<file path="config.mk">
export PLATFORM = sky130hd
export DESIGN_NAME = ipc_config_regs
export DESIGN_NICKNAME = d
export VERILOG_FILES = /design/src/verilog/ipc_config_regs.v
export VERILOG_INCLUDE_DIRS = /design/src /design/src/common
export SDC_FILE = /design/constraint.sdc
export NUM_CORES = 1
export LEC_CHECK = 0
export BUFFER_PORTS_ARGS = -buffer_cell sky130_fd_sc_hd__buf_4
export CAP_MARGIN = 10
export CORE_ASPECT_RATIO = 2
export CORE_MARGIN = 3
export CORE_UTILIZATION = 45
export DETAILED_ROUTE_END_ITERATION = 7
export MAX_ROUTING_LAYER = met4
export PLACE_DENSITY = 0.83
export SLEW_MARGIN = 20
export SYNTH_ARGS = -nofsm -noshare
export SYNTH_HDL_FRONTEND = slang
export SYNTH_SLANG_ARGS = --single-unit
</file>
<file path="constraint.sdc">
create_clock -name clk -period 2.9 [get_ports clk]
set_input_delay 0.29 -clock clk [delete_from_list [all_inputs] [get_ports clk]]
set_output_delay 0.29 -clock clk [all_outputs]
set_load 0.02 [all_outputs]
</file>
<file path="src/common/ipc_map.vh">
// register indices, reset values and field layout of the infrared configuration bank
`ifndef IPC_MAP_VH
`define IPC_MAP_VH

// register indices; byte address on the bus is four times the index
`define IPC_IDX_DEVNUM     8'h07
`define IPC_IDX_MODE       8'h08
`define IPC_IDX_BASE1_HI   8'h60
`define IPC_IDX_BASE1_LO   8'h61
`define IPC_IDX_BASE2_HI   8'h62
`define IPC_IDX_BASE2_LO   8'h63
`define IPC_IDX_LVL1       8'h70
`define IPC_IDX_TYPE1      8'h71
`define IPC_IDX_LVL2       8'h72
`define IPC_IDX_TYPE2      8'h73
`define IPC_IDX_DMA1       8'h74
`define IPC_IDX_DMA2       8'h75
`define IPC_IDX_SPECIAL    8'hF0

// logical device number that exposes the infrared bank
`define IPC_DEVNUM_INFRARED 8'h04

// reset values
`define IPC_RST_DEVNUM     8'h00
`define IPC_RST_MODE       8'h01
`define IPC_RST_BASE1_HI   8'h02
`define IPC_RST_BASE1_LO   8'hE8
`define IPC_RST_BASE2_HI   8'h03
`define IPC_RST_BASE2_LO   8'h00
`define IPC_RST_LVL1       8'h0A
`define IPC_RST_LVL2       8'h0B
`define IPC_RST_DMA1       8'h01
`define IPC_RST_DMA2       8'h00
`define IPC_RST_SPECIAL    8'h00
`define IPC_VAL_IRQ_TYPE   8'h02

// writable bit masks
`define IPC_MSK_DEVNUM     8'hFF
`define IPC_MSK_MODE       8'h01
`define IPC_MSK_BASE_HI    8'h0F
`define IPC_MSK_BASE_LO    8'hF8
`define IPC_MSK_LVL        8'h0F
`define IPC_MSK_DMA        8'h07
`define IPC_MSK_SPECIAL    8'h3F

// decode limits
`define IPC_IRQ_MAX        4'hB
`define IPC_IRQ_MIN        4'h3
`define IPC_IRQ_NONE       4'h0
`define IPC_DMA_NONE       3'h4

// special configuration bit positions
`define IPC_SP_SHARE       5
`define IPC_SP_ASK         4
`define IPC_SP_HALF        3
`define IPC_SP_DUALDMA     2
`define IPC_SP_DUALIRQ     1
`define IPC_SP_TWOIN       0

// mode register bit: motherboard autoconfig mode
`define IPC_MODE_MB        0

// bus responses
`define IPC_RESP_OKAY      2'h0
`define IPC_RESP_SLVERR    2'h2

`endif

</file>
<file path="src/verilog/ipc_config_regs.v">
// infrared port configuration register bank behind an AXI4-Lite slave
`timescale 1ns/1ps
`include "ipc_map.vh"

// Overview of operation
// - Infrared bank visible only when device 04h selected
// - Base1 high: bits 3-0 stored, reset 02h
// - Base1 low: bits 7-3 stored, reset E8h
// - Base2 same layout, reset 03h and 00h
// - Level1 nibble is request number, reset 0Ah
// - Level2 same encoding, reset 0Bh
// - Both interrupt types read fixed 02h
// - DMA1 bits 2-0 channel, 4h none, reset 01h
// - DMA2 same encoding, reset 00h
// - Special register bits 5-0, motherboard mode only
// - Bit 5 selects shared interrupt output
// - Bit 4 selects amplitude-keyed slow infrared
// - Bit 3 selects half duplex slow infrared
// - Bit 2 selects dual DMA channels
// - Bit 1 selects dual interrupt levels
// - Bit 0 selects two-input fast transceiver
module ipc_config_regs #(
	parameter ADDR_W = 12
) (
	input  wire              clk,
	input  wire              reset,
	input  wire [ADDR_W-1:0] s_axi_awaddr,
	input  wire              s_axi_awvalid,
	output wire              s_axi_awready,
	input  wire [31:0]       s_axi_wdata,
	input  wire [3:0]        s_axi_wstrb,
	input  wire              s_axi_wvalid,
	output wire              s_axi_wready,
	output wire [1:0]        s_axi_bresp,
	output wire              s_axi_bvalid,
	input  wire              s_axi_bready,
	input  wire [ADDR_W-1:0] s_axi_araddr,
	input  wire              s_axi_arvalid,
	output wire              s_axi_arready,
	output wire [31:0]       s_axi_rdata,
	output wire [1:0]        s_axi_rresp,
	output wire              s_axi_rvalid,
	input  wire              s_axi_rready,
	output wire [15:0]       baseAddr1,
	output wire [15:0]       baseAddr2,
	output wire [3:0]        irqNum1,
	output wire              irqValid1,
	output wire [3:0]        irqNum2,
	output wire              irqValid2,
	output wire [1:0]        dmaChan1,
	output wire              dmaValid1,
	output wire [1:0]        dmaChan2,
	output wire              dmaValid2,
	output wire              irqShared,
	output wire              amplitudeKeyedInfrared,
	output wire              halfDuplex,
	output wire              dualDma,
	output wire              dualIrq,
	output wire              twoInputTransceiver,
	output wire              motherboardAutoconfigMode
);

////////////////////////////////////////////////////////////////////////////////
// storage
reg [7:0]        logicalDeviceNumber_r;
reg [7:0]        mode_r;
reg [7:0]        base1Hi_r;
reg [7:0]        base1Lo_r;
reg [7:0]        base2Hi_r;
reg [7:0]        base2Lo_r;
reg [7:0]        lvl1_r;
reg [7:0]        lvl2_r;
reg [7:0]        dma1_r;
reg [7:0]        dma2_r;
reg [7:0]        special_r;

reg              awHeld_r;
reg [ADDR_W-1:0] awAddr_r;
reg              wHeld_r;
reg [7:0]        wData_r;
reg              wLane_r;
reg              bValid_r;
reg [1:0]        bResp_r;
reg              rValid_r;
reg [31:0]       rData_r;
reg [1:0]        rResp_r;

wire [7:0]       wIdx;
wire             wMapped;
wire             doWrite;
wire             wEn;
wire [7:0]       rIdx;

////////////////////////////////////////////////////////////////////////////////
// helpers

// an address is mapped only within the decoded window and for visible indices
function mapped;
	input [ADDR_W-1:0] addr;
	input [7:0]        devNum;
	input              mb;
	reg   [7:0]        idx;
	reg                irSel;
	begin
		idx = addr[9:2];
		irSel = (devNum == `IPC_DEVNUM_INFRARED);
		mapped = 1'b0;
		if (addr[ADDR_W-1:10] == {(ADDR_W-10){1'b0}})
		begin
			case (idx)
				`IPC_IDX_DEVNUM,
				`IPC_IDX_MODE:     mapped = 1'b1;
				`IPC_IDX_BASE1_HI,
				`IPC_IDX_BASE1_LO,
				`IPC_IDX_BASE2_HI,
				`IPC_IDX_BASE2_LO,
				`IPC_IDX_LVL1,
				`IPC_IDX_TYPE1,
				`IPC_IDX_LVL2,
				`IPC_IDX_TYPE2,
				`IPC_IDX_DMA1,
				`IPC_IDX_DMA2:     mapped = irSel;
				`IPC_IDX_SPECIAL: mapped = irSel & mb;
				default: mapped = 1'b0;
			endcase
		end
	end
endfunction

// masked update keeps fixed bits at their reset value
function [7:0] merge;
	input [7:0] old;
	input [7:0] data;
	input [7:0] mask;
	begin
		merge = (old & ~mask) | (data & mask);
	end
endfunction

// request lines 3 to 11 are the only real choices
function irqOk;
	input [3:0] n;
	begin
		irqOk = (n >= `IPC_IRQ_MIN) && (n <= `IPC_IRQ_MAX);
	end
endfunction

////////////////////////////////////////////////////////////////////////////////
// write channel: address and data taken in either order, one write in flight
assign s_axi_awready = ~awHeld_r & ~bValid_r;
assign s_axi_wready  = ~wHeld_r & ~bValid_r;
assign s_axi_bvalid  = bValid_r;
assign s_axi_bresp   = bResp_r;
assign wIdx          = awAddr_r[9:2];
assign wMapped       = mapped(awAddr_r, logicalDeviceNumber_r, mode_r[`IPC_MODE_MB]);
assign doWrite       = awHeld_r & wHeld_r & ~bValid_r;
assign wEn           = doWrite & wMapped & wLane_r;

always @(posedge clk or posedge reset)
begin
	if (reset)
	begin
		awHeld_r <= 1'b0;
		awAddr_r <= {ADDR_W{1'b0}};
		wHeld_r  <= 1'b0;
		wData_r  <= 8'h00;
		wLane_r  <= 1'b0;
		bValid_r <= 1'b0;
		bResp_r  <= `IPC_RESP_OKAY;
	end
	else
	begin
		if (s_axi_awvalid && s_axi_awready)
		begin
			awHeld_r <= 1'b1;
			awAddr_r <= s_axi_awaddr;
		end
		if (s_axi_wvalid && s_axi_wready)
		begin
			wHeld_r <= 1'b1;
			wData_r <= s_axi_wdata[7:0];
			wLane_r <= s_axi_wstrb[0]; // only the low lane carries register bits
		end
		if (doWrite)
		begin
			awHeld_r <= 1'b0;
			wHeld_r  <= 1'b0;
			bValid_r <= 1'b1;
			bResp_r  <= wMapped ? `IPC_RESP_OKAY : `IPC_RESP_SLVERR;
		end
		else if (bValid_r && s_axi_bready)
			bValid_r <= 1'b0;
	end
end

////////////////////////////////////////////////////////////////////////////////
// own registers: device selector and autoconfig mode bit
always @(posedge clk or posedge reset)
begin
	if (reset)
	begin
		logicalDeviceNumber_r <= `IPC_RST_DEVNUM;
		mode_r                <= `IPC_RST_MODE;
	end
	else if (wEn)
	begin
		case (wIdx)
			`IPC_IDX_DEVNUM:
				logicalDeviceNumber_r <= merge(logicalDeviceNumber_r, wData_r, `IPC_MSK_DEVNUM);
			`IPC_IDX_MODE:
				mode_r <= merge(mode_r, wData_r, `IPC_MSK_MODE);
			default:
				mode_r <= mode_r; // other indices belong to the processes below
		endcase
	end
end

// base addresses; low three bits stay zero to keep eight-byte alignment
always @(posedge clk or posedge reset)
begin
	if (reset)
	begin
		base1Hi_r <= `IPC_RST_BASE1_HI;
		base1Lo_r <= `IPC_RST_BASE1_LO;
		base2Hi_r <= `IPC_RST_BASE2_HI;
		base2Lo_r <= `IPC_RST_BASE2_LO;
	end
	else if (wEn)
	begin
		case (wIdx)
			`IPC_IDX_BASE1_HI:
				base1Hi_r <= merge(base1Hi_r, wData_r, `IPC_MSK_BASE_HI);
			`IPC_IDX_BASE1_LO:
				base1Lo_r <= merge(base1Lo_r, wData_r, `IPC_MSK_BASE_LO);
			`IPC_IDX_BASE2_HI:
				base2Hi_r <= merge(base2Hi_r, wData_r, `IPC_MSK_BASE_HI);
			`IPC_IDX_BASE2_LO:
				base2Lo_r <= merge(base2Lo_r, wData_r, `IPC_MSK_BASE_LO);
			default:
				base1Hi_r <= base1Hi_r;
		endcase
	end
end

// levels, dma selects and special bits; the type registers take no write
always @(posedge clk or posedge reset)
begin
	if (reset)
	begin
		lvl1_r    <= `IPC_RST_LVL1;
		lvl2_r    <= `IPC_RST_LVL2;
		dma1_r    <= `IPC_RST_DMA1;
		dma2_r    <= `IPC_RST_DMA2;
		special_r <= `IPC_RST_SPECIAL;
	end
	else if (wEn)
	begin
		case (wIdx)
			`IPC_IDX_LVL1:
				lvl1_r <= merge(lvl1_r, wData_r, `IPC_MSK_LVL);
			`IPC_IDX_LVL2:
				lvl2_r <= merge(lvl2_r, wData_r, `IPC_MSK_LVL);
			`IPC_IDX_DMA1:
				dma1_r <= merge(dma1_r, wData_r, `IPC_MSK_DMA);
			`IPC_IDX_DMA2:
				dma2_r <= merge(dma2_r, wData_r, `IPC_MSK_DMA);
			`IPC_IDX_SPECIAL:
				special_r <= merge(special_r, wData_r, `IPC_MSK_SPECIAL);
			default:
				lvl1_r <= lvl1_r;
		endcase
	end
end

////////////////////////////////////////////////////////////////////////////////
// read channel: one cycle from address to data, held until rready
assign s_axi_arready = ~rValid_r;
assign s_axi_rvalid  = rValid_r;
assign s_axi_rdata   = rData_r;
assign s_axi_rresp   = rResp_r;
assign rIdx          = s_axi_araddr[9:2];

always @(posedge clk or posedge reset)
begin
	if (reset)
	begin
		rValid_r <= 1'b0;
		rData_r  <= 32'h00000000;
		rResp_r  <= `IPC_RESP_OKAY;
	end
	else if (s_axi_arvalid && s_axi_arready)
	begin
		rValid_r <= 1'b1;
		rData_r  <= 32'h00000000;
		rResp_r  <= `IPC_RESP_SLVERR;
		if (mapped(s_axi_araddr, logicalDeviceNumber_r, mode_r[`IPC_MODE_MB]))
		begin
			rResp_r <= `IPC_RESP_OKAY;
			case (rIdx)
				`IPC_IDX_DEVNUM:   rData_r[7:0] <= logicalDeviceNumber_r;
				`IPC_IDX_MODE:     rData_r[7:0] <= mode_r;
				`IPC_IDX_BASE1_HI: rData_r[7:0] <= base1Hi_r;
				`IPC_IDX_BASE1_LO: rData_r[7:0] <= base1Lo_r;
				`IPC_IDX_BASE2_HI: rData_r[7:0] <= base2Hi_r;
				`IPC_IDX_BASE2_LO: rData_r[7:0] <= base2Lo_r;
				`IPC_IDX_LVL1:     rData_r[7:0] <= lvl1_r;
				`IPC_IDX_LVL2:     rData_r[7:0] <= lvl2_r;
				`IPC_IDX_TYPE1:    rData_r[7:0] <= `IPC_VAL_IRQ_TYPE;
				`IPC_IDX_TYPE2:    rData_r[7:0] <= `IPC_VAL_IRQ_TYPE;
				`IPC_IDX_DMA1:     rData_r[7:0] <= dma1_r;
				`IPC_IDX_DMA2:     rData_r[7:0] <= dma2_r;
				`IPC_IDX_SPECIAL:  rData_r[7:0] <= special_r;
				default:           rData_r[7:0] <= 8'h00;
			endcase
		end
	end
	else if (rValid_r && s_axi_rready)
		rValid_r <= 1'b0;
end

////////////////////////////////////////////////////////////////////////////////
// configuration presented to the port logic
assign baseAddr1 = {base1Hi_r, base1Lo_r};
assign baseAddr2 = {base2Hi_r, base2Lo_r};
assign irqNum1   = lvl1_r[3:0];
assign irqValid1 = irqOk(lvl1_r[3:0]);
assign irqNum2   = lvl2_r[3:0];
assign irqValid2 = irqOk(lvl2_r[3:0]);
assign dmaChan1  = dma1_r[1:0];
assign dmaValid1 = (dma1_r[2:0] < `IPC_DMA_NONE);
assign dmaChan2  = dma2_r[1:0];
assign dmaValid2 = (dma2_r[2:0] < `IPC_DMA_NONE);

// special bits only take effect in motherboard mode, else plain defaults
assign irqShared              = mode_r[`IPC_MODE_MB] & special_r[`IPC_SP_SHARE];
assign amplitudeKeyedInfrared = mode_r[`IPC_MODE_MB] & special_r[`IPC_SP_ASK];
assign halfDuplex             = mode_r[`IPC_MODE_MB] & special_r[`IPC_SP_HALF];
assign dualDma                = mode_r[`IPC_MODE_MB] & special_r[`IPC_SP_DUALDMA];
assign dualIrq                = mode_r[`IPC_MODE_MB] & special_r[`IPC_SP_DUALIRQ];
assign twoInputTransceiver    = mode_r[`IPC_MODE_MB] & special_r[`IPC_SP_TWOIN];
assign motherboardAutoconfigMode = mode_r[`IPC_MODE_MB];

endmodule // ipc_config_regs
</file>
==> flow_metrics.tcl <==
set metrics [dict create \
    status "finished clean" \
    start_kind "flop" \
    core_um2 9010 \
    finalMaxSlewViolations 0 \
    power.density_nw_per_um2 659 \
    synthDistinctLibCells 45 \
    cts_tree "built" \
    fin_crit_sh 0.857 \
    drtIter0Drc 267 \
    syn-cell-area_um2 4180 \
    routabilityCongestion 0.862 \
    worstSkewPairLatency_ps 340 \
    num_rows 49 \
    dp_hpwl_mm 7.91 \
    slowest_delay_ps 460 \
    grt_pass1_vias 3203 \
    yosysWarnings 0 \
    critPathSlowestCell "dfrtp_1" \
    worst_pin_slew_ps 628 \
    arrival_ps 2700 \
    clkSlewWorstSetupHoldPaths_ps 60 \
    synth_area_leaders "dfrtp_1 39%, mux2_2 18%, dfstp_2 8.8%" \
    slew_headroom 0.581 \
    grt_pass1_wl_mm 16.2 \
    avgSynthCellArea_um2 11.7 \
    ir_drop_mv 0.400 \
    period_needed_ps 2490 \
    die-area_um2 10600 \
    synth_top_area_cell "dfrtp_1" \
    clockRootBuffer "clkbuf_16" \
    clock-sinks 80 \
    critPathLaunch "awAddr_r[4]$_DFFE_PP0P_" \
    ios 163 \
    synth-seq-cells 80 \
    drt_first_pass_iters 6 \
    synth.top_cell.area_share 0.395 \
    wl_per_cell_um 18.4 \
    critPathRequiredTime_ps 3120 \
    die_w_um 74.2 \
    synth_ff_type "dfrtp_1" \
    worstHoldPathType "primary input to asynchronous set/reset pin" \
    power.leakage_nw 2.48 \
    routed_wl_mm 10.2 \
    htreeDepth 3 \
    via_count 3102 \
    cap_violations 0 \
    syn2layout_area_growth_pct 22.2 \
    crit_path_end_kind "flop" \
    globalRouteOverflowTotal 0 \
    cp_max_fo 10 \
    crit_type "flop to flop" \
    final.setup_skew_ps 4.20 \
    hold_violations 0 \
    synth_edf_count 0 \
    die_h_um 142 \
    route.detailed.drc 0 \
    port_buffers 91 \
    numCtsBuffers 9 \
    final_net_count 515 \
    grt_max_degree 32 \
    diodes 0 \
    rsz0062_at_grt "false" \
    finalSetupViolCount 0 \
    synth_seq_area_share 0.483 \
    post_cts_buffers 0 \
    synth_cells 358 \
    cts_resized 0 \
    fin_setup_tns_ps 0 \
    nFillCells 752 \
    via_per_inst 5.59 \
    fmax_mhz 402 \
    drive_gt1_frac 0.442 \
    start_util 0.464 \
    antenna_found_initial 0 \
    async_flop_share 1.00 \
    cp_cell_sequence "or2_2 > a211o_1 > o31ai_4 > nand4_1 > mux2_2" \
    critical_path.top_delay_family "simple AND/OR/NAND/NOR gates" \
    final_core_util 0.567 \
    grt_use_total 0.210 \
    clk_path_buf_depth 2 \
    ant_nets 0 \
    postCtsHoldBufs 0 \
    critPathBufInv 0 \
    reg2reg_from "awAddr_r[4]$_DFFE_PP0P_" \
]
state kept, by name, indices dropped and copies added, names as in the netlist:
register and cells:
special_r 6, awHeld_r 1, wLane_r 1, lvl2_r 4
base1Hi_r 4, base2Lo_r 5, s_axi_rdata 8, wData_r 8
s_axi_rvalid 1, s_axi_bvalid 1, base2Hi_r 4, mode_r 1
awAddr_r 10, base1Lo_r 5, lvl1_r 4, s_axi_bresp 1
wHeld_r 1, logicalDeviceNumber_r 8, dma2_r 3, dma1_r 3
s_axi_rresp 1
power breakdown:
| part | switching, mW | total [mW] | internal [mW] |
|---|---|---|---|
| clock | 0.417 | 1.17 | 0.751 |
| combinational | 0.341 | 0.653 | 0.312 |
| sequential | 0.262 | 1.55 | 1.29 |
through the flow:
stage                     cell area [µm²]  cells  hold slack (ps)  setup slack, ps  power [mW]
after floorplan                      4330    397              386              581        2.03
after global placement               4800    539              394              502        2.17
after detailed placement             4800    539              409              447        2.22
after CTS                            5110    555             51.9              419        3.39
after global routing                 5110    555             88.6              248        3.54
final                                5110    555             41.7              414        3.37
final timing paths:
| path | to | slack, ps | depth (start not counted) |
|---|---|---|---|
| worst max-delay path | special_r[0]$_DFFE_PP0P_ | 410 | 5 |
| worst min-delay path | wData_r[4]$_DFFE_PP0P_ | 40 | 2 |
| worst max register to register | special_r[0]$_DFFE_PP0P_ | 410 | 5 |
| worst min register to register | s_axi_rdata[0]$_DFFE_PP0P_ | 480 | 2 |
| max in group asynchronous | base1Hi_r[1]$_DFFE_PP1P_ | 1990 | 3 |
| min in group clk | s_axi_bvalid$_DFFE_PP0P_ | 140 | 2 |
routing by layer:
| layer | wire, µm | GRT usage | vias up | part of all wire |
|---|---|---|---|---|
| li1 | - | - | 1400 | - |
| met1 | 3400 | 0.215 | 1515 | 0.33 |
| met2 | 5700 | 0.358 | 155 | 0.56 |
| met3 | 690 | 0.0424 | 32 | 0.067 |
| met4 | 448 | 0.123 | 0 | 0.044 |
| met5 | 0 | - | - | 0 |
synth_stat cells (all sizes together), types with 7 or more instances:
| cell type | number |
|---|---|
| nor4b | 8 |
| mux2 | 67 |
| o21ai | 15 |
| dfstp | 14 |
| nor4 | 7 |
| buf | 48 |
| dfrtp | 66 |
| clkbuf | 9 |
| nor2 | 11 |
| nand2 | 19 |
| and2 | 11 |
layout make-up:
type	instances	area, µm²	area share
inverters	5	18.8	0.00367
multi-input cells	255	1910	0.374
clock inverters	4	70.1	0.0137
repair buffers	97	728	0.142
well taps	102	128	0.0250
flip-flops and latches	80	2020	0.395
clock buffers	12	236	0.0463
logic make-up after synthesis:
logic type / after synthesis / share of synthesized area
flip-flops: 80 / 0.483
multiplexers: 74 / 0.200
AND/OR/NAND/NOR: 91 / 0.137
AO/OA/AOI/OAI: 50 / 0.0837
other: 1 / 0.000896
buffers and inverters: 62 / 0.0957
placed cells by master (no fill, tap or decap), drive strengths merged, types with 3 or more instances in the layout:
cell type / synthesis / routed
nor4: 7 / 7
or2: 3 / 3
a211oi: 5 / 5
dfstp: 14 / 14
o21ai: 15 / 15
nand2: 19 / 19
dfrtp: 66 / 66
inv: 5 / 5
mux2: 67 / 67
nor4b: 8 / 8
nand3b: 3 / 3
and4b: 4 / 4
nand3: 6 / 6
and2: 11 / 11
mux2i: 6 / 6
a22o: 6 / 6
nand4: 6 / 6
clkbuf: 9 / 12
a21boi: 3 / 3
buf: 48 / 97
nor2: 11 / 11
a21oi: 6 / 6
conb: 1 / 40
nor3: 4 / 4
Note: power is estimated with default switching activity, not from simulation.
